===== config.mk =====
export PLATFORM = sky130hd
export DESIGN_NAME = status_event_aggregator
export DESIGN_NICKNAME = d
export VERILOG_FILES = /design/src/design/sea_pkg.sv /design/src/design/status_event_aggregator.sv
export SDC_FILE = /design/constraint.sdc
export NUM_CORES = 1
export LEC_CHECK = 0
export BUFFER_PORTS_ARGS = -buffer_cell sky130_fd_sc_hd__buf_2
export CORE_MARGIN = 4
export CORE_UTILIZATION = 31
export DETAILED_ROUTE_END_ITERATION = 10
export PLACE_DENSITY = 0.45
export RECOVER_POWER = 25
export SETUP_SLACK_MARGIN = 0.5
export SYNTH_ARGS = -nofsm -noshare
export SYNTH_HDL_FRONTEND = slang
export SYNTH_SLANG_ARGS = --single-unit
export TNS_END_PERCENT = 1

===== constraint.sdc =====
create_clock -name clk_sys -period 21.4 [get_ports clk_sys]
set_clock_uncertainty 0.15 [all_clocks]
set_input_delay 2.14 -clock clk_sys [delete_from_list [all_inputs] [get_ports clk_sys]]
set_output_delay 2.14 -clock clk_sys [all_outputs]
set_load 0.01 [all_outputs]

===== src/design/sea_pkg.sv =====
// Package with register indices, field positions and reset values for the status aggregator
package sea_pkg;

  // ----------------------------------------
  // Register indices
  // ----------------------------------------
  localparam logic [3:0] SEA_IDX_OPER_EVENT = 4'h0;
  localparam logic [3:0] SEA_IDX_OPER_COND  = 4'h1;
  localparam logic [3:0] SEA_IDX_OPER_ENAB  = 4'h2;
  localparam logic [3:0] SEA_IDX_OPER_FALL  = 4'h3;
  localparam logic [3:0] SEA_IDX_OPER_RISE  = 4'h4;
  localparam logic [3:0] SEA_IDX_QUES_EVENT = 4'h5;
  localparam logic [3:0] SEA_IDX_QUES_COND  = 4'h6;
  localparam logic [3:0] SEA_IDX_QUES_ENAB  = 4'h7;
  localparam logic [3:0] SEA_IDX_QUES_FALL  = 4'h8;
  localparam logic [3:0] SEA_IDX_QUES_RISE  = 4'h9;

  // ----------------------------------------
  // Widths, fields, reset values
  // ----------------------------------------
  localparam int          SEA_REG_W       = 16;
  localparam logic [15:0] SEA_VALID_MASK  = 16'h7FFF;
  localparam logic [15:0] SEA_RST_VAL     = 16'h0000;
  localparam int          SEA_STB_OPER_POS = 7;
  localparam int          SEA_STB_QUES_POS = 3;

  // ----------------------------------------
  // Command carrier
  // ----------------------------------------
  typedef struct packed {
    logic        rdEn;
    logic        wrEn;
    logic [3:0]  idx;
    logic [15:0] wrData;
  } sea_cmd_t;

  typedef enum logic [1:0] {
    SEA_ST_IDLE  = 2'b00,
    SEA_ST_RUN   = 2'b01
  } sea_state_t;

endpackage


===== src/design/status_event_aggregator.sv =====
// Status event aggregator: condition, transition filter, event, enable and summary logic
//
// What this block does
// - Every register reads as 16 bits with the top bit always zero, so values lie in 0..32767.
// - An operation event bit sets on a detected operation condition edge that its filter allows.
// - A questionable event bit sets on a detected questionable condition edge its filter allows.
// - Reading an event register returns its contents and clears all its bits.
// - An event in the same cycle as the clearing read is kept after the clear.
// - Reading the operation condition register does not change it.
// - Reading the questionable condition register does not change it.
// - Condition registers follow the synchronised conditions; a bit changes only when the second and third stages agree.
// - The operation enable mask is read/write and gates event bits toward the summary.
// - Status byte bit 7 is set while any operation event bit and its enable bit are both set.
// - Status byte bit 3 is set while any questionable event bit and its enable bit are both set.
// - An operation fall filter bit lets a one-to-zero condition change set the event bit.
// - An operation rise filter bit lets a zero-to-one condition change set the event bit.
// - A questionable fall filter bit lets a one-to-zero condition change set the event bit.
// - The preset command clears the enable, filter and event registers, forcing both enable masks to zero.
// - A questionable rise filter bit lets a zero-to-one condition change set the event bit.
`timescale 1ns/100ps

module status_event_aggregator
  import sea_pkg::*;
(
  input  wire logic        clk_sys,
  input  wire logic        sys_rst,
  input  wire logic [15:0] operCondIn,
  input  wire logic [15:0] quesCondIn,
  input  wire logic        cmdRdEn,
  input  wire logic        cmdWrEn,
  input  wire logic [3:0]  cmdIdx,
  input  wire logic [15:0] cmdWrData,
  input  wire logic        statusPreset,
  output logic      [15:0] rdData,
  output logic             rdValid,
  output logic             operSummary,
  output logic             quesSummary,
  output logic      [7:0]  statusByteBits
);

  // ----------------------------------------
  // Helpers
  // ----------------------------------------
  function automatic logic [15:0] seaEdges(input logic [15:0] cur,
                                           input logic [15:0] prev,
                                           input logic [15:0] rise,
                                           input logic [15:0] fall);
    seaEdges = ((cur & ~prev & rise) | (~cur & prev & fall)) & SEA_VALID_MASK;
  endfunction

  sea_cmd_t cmd;
  assign cmd = '{rdEn: cmdRdEn, wrEn: cmdWrEn, idx: cmdIdx, wrData: cmdWrData};

  // ----------------------------------------
  // Condition inputs: three-stage synchronisers
  // ----------------------------------------
  logic [15:0] operSync1_ff, operSync2_ff, operSync3_ff;
  logic [15:0] quesSync1_ff, quesSync2_ff, quesSync3_ff;
  logic [15:0] operCond_ff, quesCond_ff;
  logic [15:0] operPrev_ff, quesPrev_ff;
  logic [15:0] nxt_operCond, nxt_quesCond;

  // Bit updates only where the second and third stages agree
  assign nxt_operCond = ((operSync2_ff & operSync3_ff) |
                         (operCond_ff & (operSync2_ff | operSync3_ff))) & SEA_VALID_MASK;
  assign nxt_quesCond = ((quesSync2_ff & quesSync3_ff) |
                         (quesCond_ff & (quesSync2_ff | quesSync3_ff))) & SEA_VALID_MASK;

  always_ff @(posedge clk_sys or posedge sys_rst)
  begin
    if (sys_rst)
    begin
      operSync1_ff <= SEA_RST_VAL;
      operSync2_ff <= SEA_RST_VAL;
      operSync3_ff <= SEA_RST_VAL;
      quesSync1_ff <= SEA_RST_VAL;
      quesSync2_ff <= SEA_RST_VAL;
      quesSync3_ff <= SEA_RST_VAL;
    end
    else
    begin
      operSync1_ff <= operCondIn;
      operSync2_ff <= operSync1_ff;
      operSync3_ff <= operSync2_ff;
      quesSync1_ff <= quesCondIn;
      quesSync2_ff <= quesSync1_ff;
      quesSync3_ff <= quesSync2_ff;
    end
  end

  always_ff @(posedge clk_sys or posedge sys_rst)
  begin
    if (sys_rst)
    begin
      operCond_ff <= SEA_RST_VAL;
      quesCond_ff <= SEA_RST_VAL;
      operPrev_ff <= SEA_RST_VAL;
      quesPrev_ff <= SEA_RST_VAL;
    end
    else
    begin
      operCond_ff <= nxt_operCond;
      quesCond_ff <= nxt_quesCond;
      operPrev_ff <= operCond_ff;
      quesPrev_ff <= quesCond_ff;
    end
  end

  // ----------------------------------------
  // Command decode
  // ----------------------------------------
  wire wrOperEnab = cmd.wrEn && (cmd.idx == SEA_IDX_OPER_ENAB);
  wire wrOperFall = cmd.wrEn && (cmd.idx == SEA_IDX_OPER_FALL);
  wire wrOperRise = cmd.wrEn && (cmd.idx == SEA_IDX_OPER_RISE);
  wire wrQuesEnab = cmd.wrEn && (cmd.idx == SEA_IDX_QUES_ENAB);
  wire wrQuesFall = cmd.wrEn && (cmd.idx == SEA_IDX_QUES_FALL);
  wire wrQuesRise = cmd.wrEn && (cmd.idx == SEA_IDX_QUES_RISE);
  wire rdOperEvt  = cmd.rdEn && (cmd.idx == SEA_IDX_OPER_EVENT);
  wire rdQuesEvt  = cmd.rdEn && (cmd.idx == SEA_IDX_QUES_EVENT);
  wire [15:0] wrMasked = cmd.wrData & SEA_VALID_MASK;

  // ----------------------------------------
  // Filter and enable registers
  // ----------------------------------------
  logic [15:0] operEnab_ff, operFall_ff, operRise_ff;
  logic [15:0] quesEnab_ff, quesFall_ff, quesRise_ff;

  always_ff @(posedge clk_sys or posedge sys_rst)
  begin
    if (sys_rst)
    begin
      operEnab_ff <= SEA_RST_VAL;
      operFall_ff <= SEA_RST_VAL;
      operRise_ff <= SEA_RST_VAL;
      quesEnab_ff <= SEA_RST_VAL;
      quesFall_ff <= SEA_RST_VAL;
      quesRise_ff <= SEA_RST_VAL;
    end
    else if (statusPreset)
    begin
      operEnab_ff <= SEA_RST_VAL;
      operFall_ff <= SEA_RST_VAL;
      operRise_ff <= SEA_RST_VAL;
      quesEnab_ff <= SEA_RST_VAL;
      quesFall_ff <= SEA_RST_VAL;
      quesRise_ff <= SEA_RST_VAL;
    end
    else
    begin
      if (wrOperEnab) operEnab_ff <= wrMasked;
      if (wrOperFall) operFall_ff <= wrMasked;
      if (wrOperRise) operRise_ff <= wrMasked;
      if (wrQuesEnab) quesEnab_ff <= wrMasked;
      if (wrQuesFall) quesFall_ff <= wrMasked;
      if (wrQuesRise) quesRise_ff <= wrMasked;
    end
  end

  // ----------------------------------------
  // Event latches
  // ----------------------------------------
  logic [15:0] operEvt_ff, quesEvt_ff;
  logic [15:0] operEdge, quesEdge;
  logic [15:0] nxt_operEvt, nxt_quesEvt;

  assign operEdge = seaEdges(operCond_ff, operPrev_ff, operRise_ff, operFall_ff);
  assign quesEdge = seaEdges(quesCond_ff, quesPrev_ff, quesRise_ff, quesFall_ff);

  // Set wins over the read clear
  assign nxt_operEvt = (rdOperEvt ? SEA_RST_VAL : operEvt_ff) | operEdge;
  assign nxt_quesEvt = (rdQuesEvt ? SEA_RST_VAL : quesEvt_ff) | quesEdge;

  always_ff @(posedge clk_sys or posedge sys_rst)
  begin
    if (sys_rst)
    begin
      operEvt_ff <= SEA_RST_VAL;
      quesEvt_ff <= SEA_RST_VAL;
    end
    else if (statusPreset)
    begin
      operEvt_ff <= SEA_RST_VAL;
      quesEvt_ff <= SEA_RST_VAL;
    end
    else
    begin
      operEvt_ff <= nxt_operEvt;
      quesEvt_ff <= nxt_quesEvt;
    end
  end

  // ----------------------------------------
  // Summary bits
  // ----------------------------------------
  assign operSummary = |(operEvt_ff & operEnab_ff);
  assign quesSummary = |(quesEvt_ff & quesEnab_ff);

  always_comb
  begin
    statusByteBits = 8'h00;
    statusByteBits[SEA_STB_OPER_POS] = operSummary;
    statusByteBits[SEA_STB_QUES_POS] = quesSummary;
  end

  // ----------------------------------------
  // Read path
  // ----------------------------------------
  logic [15:0] rdMux;
  logic [15:0] rdData_ff;
  logic        rdValid_ff;

  always_comb
  begin
    case (cmd.idx)
      SEA_IDX_OPER_EVENT: rdMux = operEvt_ff;
      SEA_IDX_OPER_COND:  rdMux = operCond_ff;
      SEA_IDX_OPER_ENAB:  rdMux = operEnab_ff;
      SEA_IDX_OPER_FALL:  rdMux = operFall_ff;
      SEA_IDX_OPER_RISE:  rdMux = operRise_ff;
      SEA_IDX_QUES_EVENT: rdMux = quesEvt_ff;
      SEA_IDX_QUES_COND:  rdMux = quesCond_ff;
      SEA_IDX_QUES_ENAB:  rdMux = quesEnab_ff;
      SEA_IDX_QUES_FALL:  rdMux = quesFall_ff;
      SEA_IDX_QUES_RISE:  rdMux = quesRise_ff;
      default:            rdMux = SEA_RST_VAL;
    endcase
  end

  always_ff @(posedge clk_sys or posedge sys_rst)
  begin
    if (sys_rst)
    begin
      rdData_ff  <= SEA_RST_VAL;
      rdValid_ff <= 1'b0;
    end
    else
    begin
      rdValid_ff <= cmd.rdEn;
      if (cmd.rdEn)
        rdData_ff <= rdMux & SEA_VALID_MASK;
    end
  end

  assign rdData  = rdData_ff;
  assign rdValid = rdValid_ff;
endmodule


==> out/metrics.yaml <==
slew_headroom_pct: 22.71
overflow: 0
rows: 70
ys.flop_type: "dfrtp_1"
antenna_cells: 0
drive_gt1_share_pct: 13.99
setup_violations: 0
grt_max_degree: 139
ant_nets: 0
worstHoldPathCells: 0
num_io_pins: 84
end_kind: "primary output"
final_common_cell: "dfrtp_1"
nets: 1115
critical_path_class: "flip-flop to primary output"
die_x_um: 200.5
yosysWarnings: 0
hpwl_mm: 19.76
required_ps: 19110
synth_edf_count: 0
antenna_found_initial: 2
post_cts_buffers: 0
finalHoldViolations: 0
first_pass_iters: 7
ys_async_sr_fraction_pct: 100.0
viasPerCell: 5.107
yosysTopAreaCellShare_pct: 62.32
initial_core_util_pct: 31.37
synth_top_area_cell: "dfrtp_1"
clkSinkCount: 286
worst_ir_drop_vdd_mv: 0.04316
globalplace.congestion: 0.7982
cts_buffers: 35
cts_resized: 0
area_growth_pct: 16.34
die_area_mm2: 0.04019
final_cell_mix: "286 x dfrtp_1, 141 x nand2_1, 94 x a21oi_1"
maxCapViolCount: 0
ys_seq_area_share_pct: 62.32
hold_ws_ps: 195.7
cts_hold_buf: 0
wl_per_cell_um: 21.48
io_buffers: 73
synth.cell_area_mm2: 0.01148
synth-seq-cells: 286
fin_cells: 1547
die_h_um: 200.5
clock_path_buffers: 3
finalCriticalPeriod_ps: 4475
vias: 7900
path_clk_slew_ps: 60
power_mw: 1.257
cts.htree.levels: 2
cts_tree: "done"
rsz0062_at_grt: "no"
track_usage_pct: 16.48
critPathLaunchType: "flip-flop"
dp_cells: 1489
leakage_nw: 5.722
clock-root-buffer: "clkbuf_16"
tns_ps: 0
syn_inst: 996
drc: 0
p_per_area_mw_per_mm2: 94.05
avgSynthCellArea_um2: 11.53
ys_top_cells_by_area: "dfrtp_1 62%, mux2i_1 7.8%, nand2_1 4.6%"
core_mm2: 0.03661
worst_slew_pin_slew_ps: 1156
dr.first_iter.drc_count: 658
min_period_over_period_pct: 20.91
clk_latency_ps: 530
routed_wl_mm: 33.23
first_global_vias: 7989
reg2reg_depth: 4
grt_first_pass_wirelength_mm: 51.29
critPathMaxFanout: 3
worstPathArrival_ps: 2190
hold_path.class: "flip-flop to flip-flop"
slew_violations: 0
fmax_mhz: 223.5
synth.distinct_cells: 51
status: "finished clean"
[worst max-delay path: stages, from the launching register on]
cell and delay, ps:
dfrtp_1 440, a222oi_1 550, and3_1 250, nand4_1 200, buf_2 210
[final timing paths]
kind	start	endpoint	slack (ps)
worst min register to register	quesSync1_ff[8]$_DFF_PP0_	quesSync2_ff[8]$_DFF_PP0_	200
min in group asynchronous	sys_rst	quesSync1_ff[6]$_DFF_PP0_	1630
worst max register to register	operEnab_ff[6]$_DFFE_PP0P_	rdData[6]$_DFFE_PP0P_	19890
worst min-delay path	quesSync1_ff[8]$_DFF_PP0_	quesSync2_ff[8]$_DFF_PP0_	200
worst max-delay path	quesEvt_ff[6]$_DFF_PP0_	statusByteBits[3]	16930
max in group asynchronous	sys_rst	operSync1_ff[3]$_DFF_PP0_	17870
[logic make-up (layout without fill, tap and decap cells)]
kind of cell / Yosys count / count (layout) / synth area share (%)
compound gates: 200 / 200 / 10.61
fa+ha+maj: 30 / 30 / 2.615
flops: 286 / 286 / 62.32
other cells: 1 / 7 / 0.03266
simple gates: 319 / 319 / 13.16
mux: 91 / 91 / 7.954
buf+inv: 69 / 146 / 3.301
[synth_stat cells (6+ instances only)]
master	n
a21oi_1	94
mux2i_1	89
maj3_1	30
o2bb2ai_1	13
nor2_1	90
nor4_1	6
nand3_1	9
a22oi_1	8
nand2_1	141
and3_1	6
dfrtp_1	286
nand3b_1	39
buf_2	24
o21ai_0	22
o22ai_1	28
buf_4	16
a211oi_1	7
clkbuf_1	22
[routing by layer]
layer | wire, um | GRT usage, % | up-vias
met5 | 20 | 0 | -
met4 | 1012 | 6.219 | 4
met3 | 1795 | 3.199 | 70
met2 | 14870 | 24.97 | 219
met1 | 15540 | 23.55 | 4002
li1 | - | - | 3605
[area by class of cell]
class / instances / area [um2]
Fill cell: 3633 / 23250
Multi-Input combinational cell: 647 / 3970
Timing Repair Buffer: 85 / 457.9
Tap cell: 468 / 585.6
Clock inverter: 10 / 133.9
Clock buffer: 48 / 1037
Inverter: 3 / 18.77
Sequential cell: 286 / 7157
[power by group]
group          internal (mW)  switching, mW
Combinational         0.0214         0.0457
Sequential             0.565         0.0184
Clock                  0.374          0.232
[stage by stage]
stage                     worst slack (ps)  utilization [%]  cell area (um2)
after floorplan                      11220                -            11510
after global placement               16540            33.29            12190
after detailed placement             16520            33.29            12190
after CTS                            16910            36.49            13360
after global routing                 16870            36.49            13360
final                                16930            36.49            13360
No activity file was read; power rests on OpenSTA's default activity.
